`config.mk`:
```
export PLATFORM = sky130hd
export DESIGN_NAME = cpu_interrupt_handler
export DESIGN_NICKNAME = d
export VERILOG_FILES = /design/src/rtl/vector_rom.v /design/src/rtl/cpu_interrupt_handler.v
export VERILOG_INCLUDE_DIRS = /design/src /design/src/rtl
export SDC_FILE = /design/constraint.sdc
export NUM_CORES = 1
export LEC_CHECK = 0
export BUFFER_PORTS_ARGS = -buffer_cell sky130_fd_sc_hd__buf_2
export CAP_MARGIN = 20
export CORE_MARGIN = 2
export CORE_UTILIZATION = 45
export DETAILED_ROUTE_END_ITERATION = 12
export PLACE_DENSITY = 0.76
export SKIP_LAST_GASP = 1
export SYNTH_ARGS = -nofsm -noshare
export SYNTH_HDL_FRONTEND = slang
export SYNTH_SLANG_ARGS = --single-unit
```
`constraint.sdc`:
```
create_clock -name core_clk -period 2.3 [get_ports core_clk]
set_input_delay 0.23 -clock core_clk [delete_from_list [all_inputs] [get_ports core_clk]]
set_output_delay 0.23 -clock core_clk [all_outputs]
set_load 0.01 [all_outputs]
```
`src/rtl/irq_handler_map.vh`:
```
// register offsets, field positions, reset values and timing for the interrupt handler
`ifndef IRQ_HANDLER_MAP_VH
`define IRQ_HANDLER_MAP_VH

// ----------------------------------------
// register byte offsets
// ----------------------------------------
`define OFS_ENABLE        8'h00
`define OFS_PRIORITY      8'h04
`define OFS_PENDING       8'h08
`define OFS_PEND_CLEAR    8'h0C
`define OFS_STATUS        8'h10
`define OFS_IRQ_STATUS    8'h14
`define OFS_IRQ_CLEAR     8'h18
`define OFS_IRQ_ENABLE    8'h1C

// ----------------------------------------
// field positions
// ----------------------------------------
`define GLOBAL_EN_BIT     7
`define HW_CLEAR_MASK     8'h0F
`define SRC_COUNT         8

// ----------------------------------------
// reset values
// ----------------------------------------
`define RST_ENABLE        8'h00
`define RST_PRIORITY      8'h00
`define RST_PENDING       8'h00

// ----------------------------------------
// timing
// ----------------------------------------
`define CALL_CYCLES       3'h4

// ----------------------------------------
// axi responses
// ----------------------------------------
`define RESP_OKAY         2'b00
`define RESP_SLVERR       2'b10

`endif

```
`src/rtl/vector_rom.v`:
```
// small lookup memory: source index to service address, registered read data
module vector_rom
(
   // clock
   input  wire        core_clk,
   // lookup
   input  wire [2:0]  index,
   output reg  [15:0] address
);

   always @(posedge core_clk)
   begin
      case (index)
         3'h0:    address <= 16'h0003;
         3'h1:    address <= 16'h000B;
         3'h2:    address <= 16'h0013;
         3'h3:    address <= 16'h001B;
         3'h4:    address <= 16'h0023;
         3'h5:    address <= 16'h002B;
         3'h6:    address <= 16'h0043;
         3'h7:    address <= 16'h007B;
         default: address <= 16'h0000;
      endcase
   end

endmodule // vector_rom

```
`src/rtl/cpu_interrupt_handler.v`:
```
// vectored interrupt handler with two priority levels and an AXI4-Lite register file
//
// The address map and the AXI4-Lite slave port are this design's own decisions.
`include "irq_handler_map.vh"
module cpu_interrupt_handler
#(
   parameter N_SRC = `SRC_COUNT
)
(
   // clock and reset
   input  wire              core_clk,
   input  wire              rst_n,
   // interrupt sources
   input  wire [N_SRC-1:0]  src_event,
   input  wire              usb_function_source,
   // cpu sequencer
   input  wire              instr_done,
   input  wire              next_multi_cycle,
   input  wire              return_from_irq,
   input  wire              clear_global_enable_instr,
   output reg               long_vector_call,
   output reg  [15:0]       vector_addr,
   output reg               in_service,
   // interrupt line
   output reg               irq,
   // axi4-lite slave
   input  wire [7:0]        s_axi_awaddr,
   input  wire              s_axi_awvalid,
   output reg               s_axi_awready,
   input  wire [31:0]       s_axi_wdata,
   input  wire [3:0]        s_axi_wstrb,
   input  wire              s_axi_wvalid,
   output reg               s_axi_wready,
   output reg  [1:0]        s_axi_bresp,
   output reg               s_axi_bvalid,
   input  wire              s_axi_bready,
   input  wire [7:0]        s_axi_araddr,
   input  wire              s_axi_arvalid,
   output reg               s_axi_arready,
   output reg  [31:0]       s_axi_rdata,
   output reg  [1:0]        s_axi_rresp,
   output reg               s_axi_rvalid,
   input  wire              s_axi_rready
);

   // ----------------------------------------
   // state
   // ----------------------------------------
   localparam ST_IDLE = 2'b00;
   localparam ST_LOOK = 2'b01;
   localparam ST_CALL = 2'b10;

   reg  [7:0]  irq_enable_reg;      // bit 7 global_irq_enable
   reg  [7:0]  prio_level;
   reg  [7:0]  pending;
   reg  [1:0]  state;
   reg  [2:0]  call_cnt;
   reg  [2:0]  sel;
   reg         sel_high;
   reg         high_active;
   reg         low_active;
   reg         armed;               // request seen before instruction end
   reg         ge_late;             // enable as seen before a clear instruction
   reg  [2:0]  irq_status;
   reg  [2:0]  irq_en;
   reg  [7:0]  aw_addr;
   reg         aw_held;
   reg  [31:0] w_data;
   reg         w_held;
   reg  [7:0]  src_s1;
   reg  [7:0]  src_s2;
   reg  [7:0]  src_s3;
   reg         usb_s1;
   reg         usb_s2;
   wire [15:0] rom_addr;

   // ----------------------------------------
   // priority pick
   // ----------------------------------------
   function [3:0] pick;
      input [7:0] req;
      integer     i;
      begin
         pick = 4'h0;
         for (i = 7; i >= 0; i = i - 1)
            if (req[i])
               pick = {1'b1, i[2:0]};     // lowest index wins
      end
   endfunction

   wire [7:0] flags     = {pending[7], usb_s2, pending[5:0]};
   wire       ge_eff    = irq_enable_reg[`GLOBAL_EN_BIT] | ge_late;
   wire [7:0] req       = flags & irq_enable_reg & {8{ge_eff}};
   wire [3:0] hi_pick   = pick(req & prio_level);
   wire [3:0] lo_pick   = pick(req & ~prio_level);
   // high always over low; low only with nothing in service
   wire       can_high  = !high_active;
   wire       can_low   = !high_active && !low_active;
   wire       take_high = hi_pick[3] && can_high;
   wire       take_low  = lo_pick[3] && can_low && !take_high;
   wire [2:0] next_sel  = take_high ? hi_pick[2:0] : lo_pick[2:0];
   wire       rq        = take_high || take_low;

   vector_rom vector_rom_i
   (
      .core_clk (core_clk),
      .index    (sel),
      .address  (rom_addr)
   );

   // ----------------------------------------
   // source synchronisers
   // ----------------------------------------
   always @(posedge core_clk or negedge rst_n)
   begin
      if (!rst_n)
      begin
         src_s1 <= 8'h00;
         src_s2 <= 8'h00;
         src_s3 <= 8'h00;
         usb_s1 <= 1'b0;
         usb_s2 <= 1'b0;
      end
      else
      begin
         src_s1 <= src_event;
         src_s2 <= src_s1;
         src_s3 <= src_s2;
         usb_s1 <= usb_function_source;
         usb_s2 <= usb_s1;
      end
   end

   wire [7:0] src_rise = src_s2 & ~src_s3;

   // ----------------------------------------
   // axi write side
   // ----------------------------------------
   wire        wr_go   = aw_held && w_held && !s_axi_bvalid;
   wire [7:0]  wbyte   = w_data[7:0];
   wire        wr_en   = wr_go && aw_addr == `OFS_ENABLE;
   wire        wr_pri  = wr_go && aw_addr == `OFS_PRIORITY;
   wire        wr_pend = wr_go && aw_addr == `OFS_PENDING;
   wire        wr_pclr = wr_go && aw_addr == `OFS_PEND_CLEAR;
   wire        wr_iclr = wr_go && aw_addr == `OFS_IRQ_CLEAR;
   wire        wr_ien  = wr_go && aw_addr == `OFS_IRQ_ENABLE;
   wire        wr_map  = wr_en | wr_pri | wr_pend | wr_pclr | wr_iclr | wr_ien;
   wire        vec_go  = state == ST_CALL && call_cnt == 3'h1;
   wire        ret_go  = return_from_irq && (high_active || low_active);

   always @(posedge core_clk or negedge rst_n)
   begin
      if (!rst_n)
      begin
         s_axi_awready <= 1'b1;
         s_axi_wready  <= 1'b1;
         s_axi_bvalid  <= 1'b0;
         s_axi_bresp   <= `RESP_OKAY;
         aw_held       <= 1'b0;
         w_held        <= 1'b0;
         aw_addr       <= 8'h00;
         w_data        <= 32'h0000_0000;
      end
      else
      begin
         if (s_axi_awvalid && s_axi_awready)
         begin
            aw_addr       <= s_axi_awaddr;
            aw_held       <= 1'b1;
            s_axi_awready <= 1'b0;
         end
         if (s_axi_wvalid && s_axi_wready)
         begin
            w_data       <= s_axi_wstrb[0] ? s_axi_wdata : 32'h0000_0000;
            w_held       <= 1'b1;
            s_axi_wready <= 1'b0;
         end
         if (wr_go)
         begin
            s_axi_bvalid <= 1'b1;
            s_axi_bresp  <= wr_map ? `RESP_OKAY : `RESP_SLVERR;
            aw_held      <= 1'b0;
            w_held       <= 1'b0;
         end
         if (s_axi_bvalid && s_axi_bready)
         begin
            s_axi_bvalid  <= 1'b0;
            s_axi_awready <= 1'b1;
            s_axi_wready  <= 1'b1;
         end
      end
   end

   // ----------------------------------------
   // control registers and pending flags
   // ----------------------------------------
   always @(posedge core_clk or negedge rst_n)
   begin
      if (!rst_n)
      begin
         irq_enable_reg <= `RST_ENABLE;
         prio_level     <= `RST_PRIORITY;
         pending        <= `RST_PENDING;
         irq_en         <= 3'h0;
      end
      else
      begin
         if (wr_en)
            irq_enable_reg <= wbyte;
         else if (clear_global_enable_instr)
            irq_enable_reg[`GLOBAL_EN_BIT] <= 1'b0;
         if (wr_pri)
            prio_level <= wbyte;
         if (wr_ien)
            irq_en <= wbyte[2:0];
         // events win over software and vector clears
         pending <= ((pending
                      & ~(wr_pclr ? wbyte : 8'h00)
                      & ~(vec_go ? (`HW_CLEAR_MASK & (8'h01 << sel)) : 8'h00))
                     | (wr_pend ? wbyte : 8'h00)
                     | src_rise) & 8'hBF;
      end
   end

   // ----------------------------------------
   // sequencing of the call
   // ----------------------------------------
   always @(posedge core_clk or negedge rst_n)
   begin
      if (!rst_n)
      begin
         state            <= ST_IDLE;
         call_cnt         <= 3'h0;
         sel              <= 3'h0;
         sel_high         <= 1'b0;
         high_active      <= 1'b0;
         low_active       <= 1'b0;
         armed            <= 1'b0;
         ge_late          <= 1'b0;
         long_vector_call <= 1'b0;
         vector_addr      <= 16'h0000;
         in_service       <= 1'b0;
      end
      else
      begin
         long_vector_call <= 1'b0;
         // request posted while enable is being cleared survives one-cycle follower
         // grace lasts exactly one single-cycle follower, none for a multi-cycle one
         if (clear_global_enable_instr)
            ge_late <= irq_enable_reg[`GLOBAL_EN_BIT] && !next_multi_cycle;
         else if (instr_done)
            ge_late <= 1'b0;
         if (ret_go)
         begin
            // high routine returns first since low cannot run over it
            if (high_active)
               high_active <= 1'b0;
            else
               low_active <= 1'b0;
         end
         case (state)
            ST_IDLE:
            begin
               if (rq)
               begin
                  sel      <= next_sel;
                  sel_high <= take_high;
                  armed    <= 1'b1;
                  state    <= ST_LOOK;
               end
            end
            ST_LOOK:
            begin
               if (!rq)
               begin
                  armed <= 1'b0;
                  state <= ST_IDLE;
               end
               // not on the return itself: the follower's end takes the call
               else if (instr_done && !ret_go)
               begin
                  sel      <= next_sel;
                  sel_high <= take_high;
                  ge_late  <= 1'b0;
                  call_cnt <= `CALL_CYCLES;
                  state    <= ST_CALL;
               end
               else
               begin
                  sel      <= next_sel;
                  sel_high <= take_high;
               end
            end
            ST_CALL:
            begin
               call_cnt <= call_cnt - 3'h1;
               if (call_cnt == 3'h1)
               begin
                  long_vector_call <= 1'b1;
                  vector_addr      <= rom_addr;
                  armed            <= 1'b0;
                  if (sel_high)
                     high_active <= 1'b1;
                  else
                     low_active <= 1'b1;
                  state <= ST_IDLE;
               end
            end
            default:
               state <= ST_IDLE;
         endcase
         in_service <= high_active | low_active;
      end
   end

   // ----------------------------------------
   // handler events and interrupt line
   // ----------------------------------------
   always @(posedge core_clk or negedge rst_n)
   begin
      if (!rst_n)
      begin
         irq_status <= 3'h0;
         irq        <= 1'b0;
      end
      else
      begin
         // set beats clear
         irq_status <= (irq_status & ~(wr_iclr ? wbyte[2:0] : 3'h0))
                       | {ret_go, vec_go && sel_high, vec_go};
         irq        <= |(irq_status & irq_en);
      end
   end

   // ----------------------------------------
   // axi read side
   // ----------------------------------------
   always @(posedge core_clk or negedge rst_n)
   begin
      if (!rst_n)
      begin
         s_axi_arready <= 1'b1;
         s_axi_rvalid  <= 1'b0;
         s_axi_rdata   <= 32'h0000_0000;
         s_axi_rresp   <= `RESP_OKAY;
      end
      else
      begin
         if (s_axi_arvalid && s_axi_arready)
         begin
            s_axi_arready <= 1'b0;
            s_axi_rvalid  <= 1'b1;
            s_axi_rresp   <= `RESP_OKAY;
            case (s_axi_araddr)
               `OFS_ENABLE:     s_axi_rdata <= {24'h000000, irq_enable_reg};
               `OFS_PRIORITY:   s_axi_rdata <= {24'h000000, prio_level};
               `OFS_PENDING:    s_axi_rdata <= {24'h000000, flags};
               `OFS_STATUS:     s_axi_rdata <= {24'h000000, high_active, low_active,
                                                armed, 2'b00, sel};
               `OFS_IRQ_STATUS: s_axi_rdata <= {29'h0000000, irq_status};
               `OFS_IRQ_ENABLE: s_axi_rdata <= {29'h0000000, irq_en};
               `OFS_PEND_CLEAR,
               `OFS_IRQ_CLEAR:  s_axi_rdata <= 32'h0000_0000;
               default:
               begin
                  s_axi_rdata <= 32'h0000_0000;
                  s_axi_rresp <= `RESP_SLVERR;
               end
            endcase
         end
         if (s_axi_rvalid && s_axi_rready)
         begin
            s_axi_rvalid  <= 1'b0;
            s_axi_arready <= 1'b1;
         end
      end
   end

endmodule // cpu_interrupt_handler

```
* After elaboration in Yosys (flattened, before gate mapping) *
Memory sizes are Yosys's and may differ from the RTL's. A register that Yosys moved wholly into a read port is not among the register bits.
Index checks and enable logic that the tools add are counted.

word-level totals
  register bits after elaboration = 162
  memory bits (read-only) = 32
  bits of input ports = 72
  output and inout bits = 60
  logic and storage cells = 203
  memories kept = 1

operators by class
  $add $sub $neg = 1
  eq/ne operators = 21
  shift-type cells = 1
  mux-type cells = 69
  bitwise logic cells = 24
  reduce and logical (&&, ||, !) cells = 50

memory list
  memory            words  bits a word  read ports  clocked after Yosys merged registers in  write ports  RTL line         source
  (name not given)  8      4            1           1                                        0            vector_rom.v:13  case (index)

operator list
  kind                                                                   count
  4-bit 2-to-1 mux                                                       17
  8-bit bitwise AND                                                      7
  8-bit by 5-bit equality test with 1-bit output, second input constant  6
  8-bit case mux with 6 select lines                                     1
  1-bit 2-to-1 mux                                                       35
  8-bit by 4-bit equality test with 1-bit output, second input constant  4
  8-bit 2-to-1 mux                                                       3
  8-bit NOT                                                              3
  1-bit logical AND                                                      22
  8-bit by 3-bit equality test with 1-bit output, second input constant  2
  8-bit zero test                                                        2
  8-bit OR                                                               2
  2-bit nonzero test                                                     8
  2-bit 2-to-1 mux                                                       6
  3-bit 2-to-1 mux                                                       4
  2-bit inequality test, second input constant                           4
  4-bit NOT with 8-bit output                                            1
  8-bit OR reduction                                                     1
  1-bit OR                                                               7
  3-bit bitwise AND                                                      2
  1-bit zero test                                                        6
  2-bit case mux with 3 select lines                                     1
  3-bit case mux with 2 select lines                                     1
  3-bit AND reduction                                                    2
  other kinds (17)                                                       19

* Logic depth before layout (Yosys ltp) *
  word-level depth = 17
  depth in mapped cells = 9
  depth with buffers taken out = 8

* Modules after synthesis *
Synthesis repeated with hierarchy kept, for this count alone.

unflattened totals
  cells, all modules = 520
  area total of the unflattened synthesis = 5516.5 um^2

by module, submodules not included
  module                 instances  cells an instance  area each (um^2)  seq. area each (um^2)
  cpu_interrupt_handler  1          498                5313.8            2931.6
  vector_rom             1          22                 202.7             80.1

* Least setup slack after synthesis *
No wires, ideal clock.

  path type = register to register
  start point = reg irq_enable_reg[7]
  end point = reg call_cnt[0]
  library setup time = 0.121 ns
  arrival time = 1.880 ns
  required time = 2.179 ns
  slack = 0.299 ns
  stages on the path, launching flop included = 8
  buffers on the path = 1
  clock period less this slack = 2.001 ns
  path through = dfrtp_1 > buf_6 > o211ai_1 > o22ai_2 > o41ai_4 > a211oi_2 > nand2b_4 > a22o_1

on the way
  cells in the longest elaborated chain, start to end = 17
  elaborated cells between the ends (all ways) = 28
  classes of those cells = eq/ne (1); mux (16); bitwise (5); reduce/logical (6)

RTL lines
  element                                        RTL line                                                source
  from (decl)                                    cpu_interrupt_handler.v:53                              reg [7:0] irq_enable_reg;
  from (signal assigned)                         cpu_interrupt_handler.v:201                             irq_enable_reg <= `RST_ENABLE;
  from (signal assigned)                         cpu_interrupt_handler.v:209                             irq_enable_reg <= wbyte;
  8-bit bitwise AND or 1-bit OR (tied branches)  cpu_interrupt_handler.v:93, cpu_interrupt_handler.v:92
  8-bit bitwise AND (*)                          cpu_interrupt_handler.v:93                              wire [7:0] req = flags & irq_enable_reg & {8{ge_eff}};
  8-bit bitwise AND                              cpu_interrupt_handler.v:94                              wire [3:0] hi_pick = pick(req & prio_level);
  4-bit 2-to-1 mux (8 in a row)                  cpu_interrupt_handler.v:86                              if (req[i])
  1-bit logical AND                              cpu_interrupt_handler.v:99                              wire take_high = hi_pick[3] && can_high;
  1-bit zero test                                cpu_interrupt_handler.v:100                             wire take_low = lo_pick[3] && can_low && !take_high;
  1-bit logical AND                              cpu_interrupt_handler.v:100
  1-bit logical OR (*)                           cpu_interrupt_handler.v:102                             wire rq = take_high || take_low;
  2-bit inequality test (no source line) (*)     n/a
  3-bit AND reduction (no source line) (*)       n/a
  to (signal assigned)                           cpu_interrupt_handler.v:285                             call_cnt <= `CALL_CYCLES;
  to (signal assigned)                           cpu_interrupt_handler.v:296                             call_cnt <= call_cnt - 3'h1;
  to (decl)                                      cpu_interrupt_handler.v:57                              reg [2:0] call_cnt;

Every way passes the cells marked *; elsewhere a longest branch is shown, timed or not.
A chain may end at the register's enable or synchronous reset.

* Final worst setup path *
  start point = reg aw_addr[0]
  end point = reg pending[0]

on the way
  cells in the longest elaborated chain, start to end = 8
  elaborated cells between the ends (all ways) = 11
  classes of those cells = eq/ne (2); mux (2); bitwise (5); reduce/logical (2)

RTL lines
  element                                                          RTL line                     source
  from (decl)                                                      cpu_interrupt_handler.v:66   reg [7:0] aw_addr;
  from (signal assigned)                                           cpu_interrupt_handler.v:168  aw_addr <= s_axi_awaddr;
  8-bit by 4-bit equality test with 1-bit output (no source line)  n/a
  1-bit logical AND (no source line)                               n/a
  8-bit 2-to-1 mux                                                 cpu_interrupt_handler.v:218  & ~(wr_pclr ? wbyte : 8'h00)
  8-bit NOT                                                        cpu_interrupt_handler.v:218
  8-bit bitwise AND                                                cpu_interrupt_handler.v:218
  8-bit bitwise AND                                                cpu_interrupt_handler.v:217  pending <= ((pending
  8-bit OR (*) (2 in a row)                                        cpu_interrupt_handler.v:217
  to (signal assigned)                                             cpu_interrupt_handler.v:203  pending <= `RST_PENDING;
  to (signal assigned)                                             cpu_interrupt_handler.v:217
  to (decl)                                                        cpu_interrupt_handler.v:55   reg [7:0] pending;

Marked as above.

==> results.md <==
- Status: finished, final reports clean
- Antenna Violating Nets Remaining: 0
- Post-CTS Setup Bufs: 0
- Yosys reg bits: 110
- Worst Path Max Fanout: 7
- Multi-input logic area: 2070 um^2
- Synth top area share: 0.501
- Core Box Area: 11300 um^2
- Static Leak: 2.83 nW
- Area grow syn2layout: 15.1%
- Pre-CTS setup slack: 3.36 ps
- Post-route setup slack: 142 ps
- Clock slew at reported path FFs: 80 ps
- Asr flop ratio synth: 0.964
- Worst path max stage delay: 560 ps
- Synth unique cells: 63
- Worst skew pair latency: 350 ps
- # clock sinks: 110
- Ordered list of cells on the worst path: or4_1 > nor3_2 > and3b_1 > nand2_1 > a311o_1
- Util after Layout: 0.525
- Top cell family by delay on the critical path: simple AND/OR/NAND/NOR gates
- Clock Path Buffers: 2
- Power density over cell area: 841 nW/um^2
- Starting Density: 0.457
- Period minus WS final: 2160 ps
- Hold Path Class: input port to flip-flop
- Post-DR vias/cell: 5.12
- Busiest grt layer: met2
- CP endpoint kind: flip-flop
- CTS buffer count: 9
- Routed WL per cell: 14.2 um
- Max Slew Vio Count: 0
- Final clock skew: 10.1 ps
- Total of max-cap violations: 0
- Antenna cell count: 0
- Synth Warn #: 0
- DR vias: 3594
- Final Hold Vio Count: 0
- Hold WS: 27.8 ps
- Drt pass-1 iters: 4
- Gpl congestion: 0.894
- Grt total ovfl: 0
- Max-slew headroom: 0.646
- Cells after Synth: 471
- Initial DRC count: 154
- Io pins: 132
- Detail Placement HPWL: 7.56 mm
- WP buf/inv: 0
- H-tree levels: 3
- Most common cell after layout, fill and taps aside: dfrtp_1
- Final Cycle Share: 0.938
- Fin Setup TNS: 0 ps
- Met3 usage: 0.0432
- RSZ-0062 raised after global routing: false
- Fill cells: 994
- Final number of setup-violating endpoints: 0
- Sequential share of the synthesized area: 0.532
- Area contributors post-synth: dfrtp_1 (50%), mux2_2 (7.4%), buf_4 (5.4%)
- Number of global-route vias before repair: 3497
- Die X-Extent: 111 um
- Critical path type: flip-flop to flip-flop
- Average size of a mapped cell: 10.9 um^2
- Number of I/O port buffers: 67
- Die area: 12300 um^2
- Root buffer cell: clkbuf_16
- First-pass GRT wire length: 16.7 mm
- Initial antenna violation count: 0
- Site Rows: 39
- Max frequency: 463 MHz
- Met2 Resource Use GR: 0.274
- # DRC: 0
- Biggest area consumer among synthesized cells: dfrtp_1
- Maximum vdd drop: 542 uV
- Slew @ Worst Pin: 531 ps
- Die H: 111 um
- CP required: 2530 ps
- Mapped Area: 5150 um^2
- Crit start category: flip-flop
- WP data arrival: 2390 ps
- EDFF count, synth: 0
- CTS tree: done
- Dominant synthesized flop cell: dfrtp_1
- Ratio of cells with drive above 1 in the final layout: 0.270
- Commonest cells after routing, fill and taps aside: dfrtp_1 (102), buf_2 (66), nand2_1 (65)
- Sequential cell area: 2740 um^2
- CP max-delay cell: or4_1
- Total GRT Usage: 0.168
- Largest net degree at the start of global routing: 44
- Total power: 4.98 mW
- Final #Nets: 631
- Final WL: 9.98 mm
- Met1 usage: 0.224
[cells by family after synthesis]
| kind of cell | count (synthesis) | share of synthesized area |
|---|---|---|
| mux | 41 | 0.0883 |
| buf+inv | 79 | 0.0909 |
| fa+ha+maj | 5 | 0.0122 |
| simple gates | 123 | 0.115 |
| compound gates | 111 | 0.159 |
| xor+xnor | 1 | 0.00170 |
| flops | 110 | 0.532 |
| other cells | 1 | 0.000729 |
[power breakdown]
| group | total [mW] | switching (mW) | internal [mW] |
|---|---|---|---|
| clock network | 1.50 | 0.737 | 0.766 |
| logic | 0.848 | 0.446 | 0.402 |
| registers | 2.63 | 0.339 | 2.29 |
[cell usage after synthesis (all sizes together) (4+ instances only)]
master / count
dfrtp: 103
nor2: 21
dfxtp: 4
nand2b: 5
buf: 44
ha: 5
o211ai: 10
mux2: 35
nand3: 7
o22ai: 5
mux2i: 6
nand2: 65
a21boi: 4
a21oi: 9
clkbuf: 8
o21ai: 37
a221oi: 4
o221ai: 6
a31oi: 4
a22o: 4
a222oi: 4
o2111ai: 6
inv: 26
nor3: 5
[final timing paths]
check                                             from                        end  slack (ps)  cells past startpoint
max in group asynchronous                        rst_n    irq_status[1]$_DFF_PN0_        1210                      3
worst min-delay path                     s_axi_awvalid  s_axi_awready$_DFFE_PN1P_          30                      2
worst max register to register  aw_addr[0]$_DFFE_PN0P_       pending[0]$_DFF_PN0_         140                      5
worst max-delay path            aw_addr[0]$_DFFE_PN0P_       pending[0]$_DFF_PN0_         140                      5
min in group asynchronous                        rst_n        src_s1[7]$_DFF_PN0_         400                      2
worst min register to register     src_s1[5]$_DFF_PN0_        src_s2[5]$_DFF_PN0_         350                      0
[per-layer routing]
metal	wire, um	vias to the layer above
li1	-	1772
met3	601	4
met2	4720	113
met4	67	0
met5	0	-
met1	4590	1705
[cell type report]
| class | count | share of cell area |
|---|---|---|
| Timing Repair Buffer | 89 | 0.0909 |
| Tap cell | 143 | 0.0302 |
| Inverter | 27 | 0.0171 |
| Sequential cell | 110 | 0.462 |
| Clock inverter | 6 | 0.0106 |
| Multi-Input combinational cell | 317 | 0.350 |
| Clock buffer | 10 | 0.0387 |
[timing repair]
item / in CTS / in global routing
gates resized for setup: 0 / 2
hold endpoints to repair: 47 / 0
hold buffers: 9 / 0
endpoints found under the setup margin: 0 / 7
[metrics by stage]
stage	instances	instance area, um^2
floorplan	506	5280
global placement	677	5540
detailed placement	677	5540
CTS	702	5920
global route	702	5920
finish	702	5920
(Power assumes the default switching activity.)
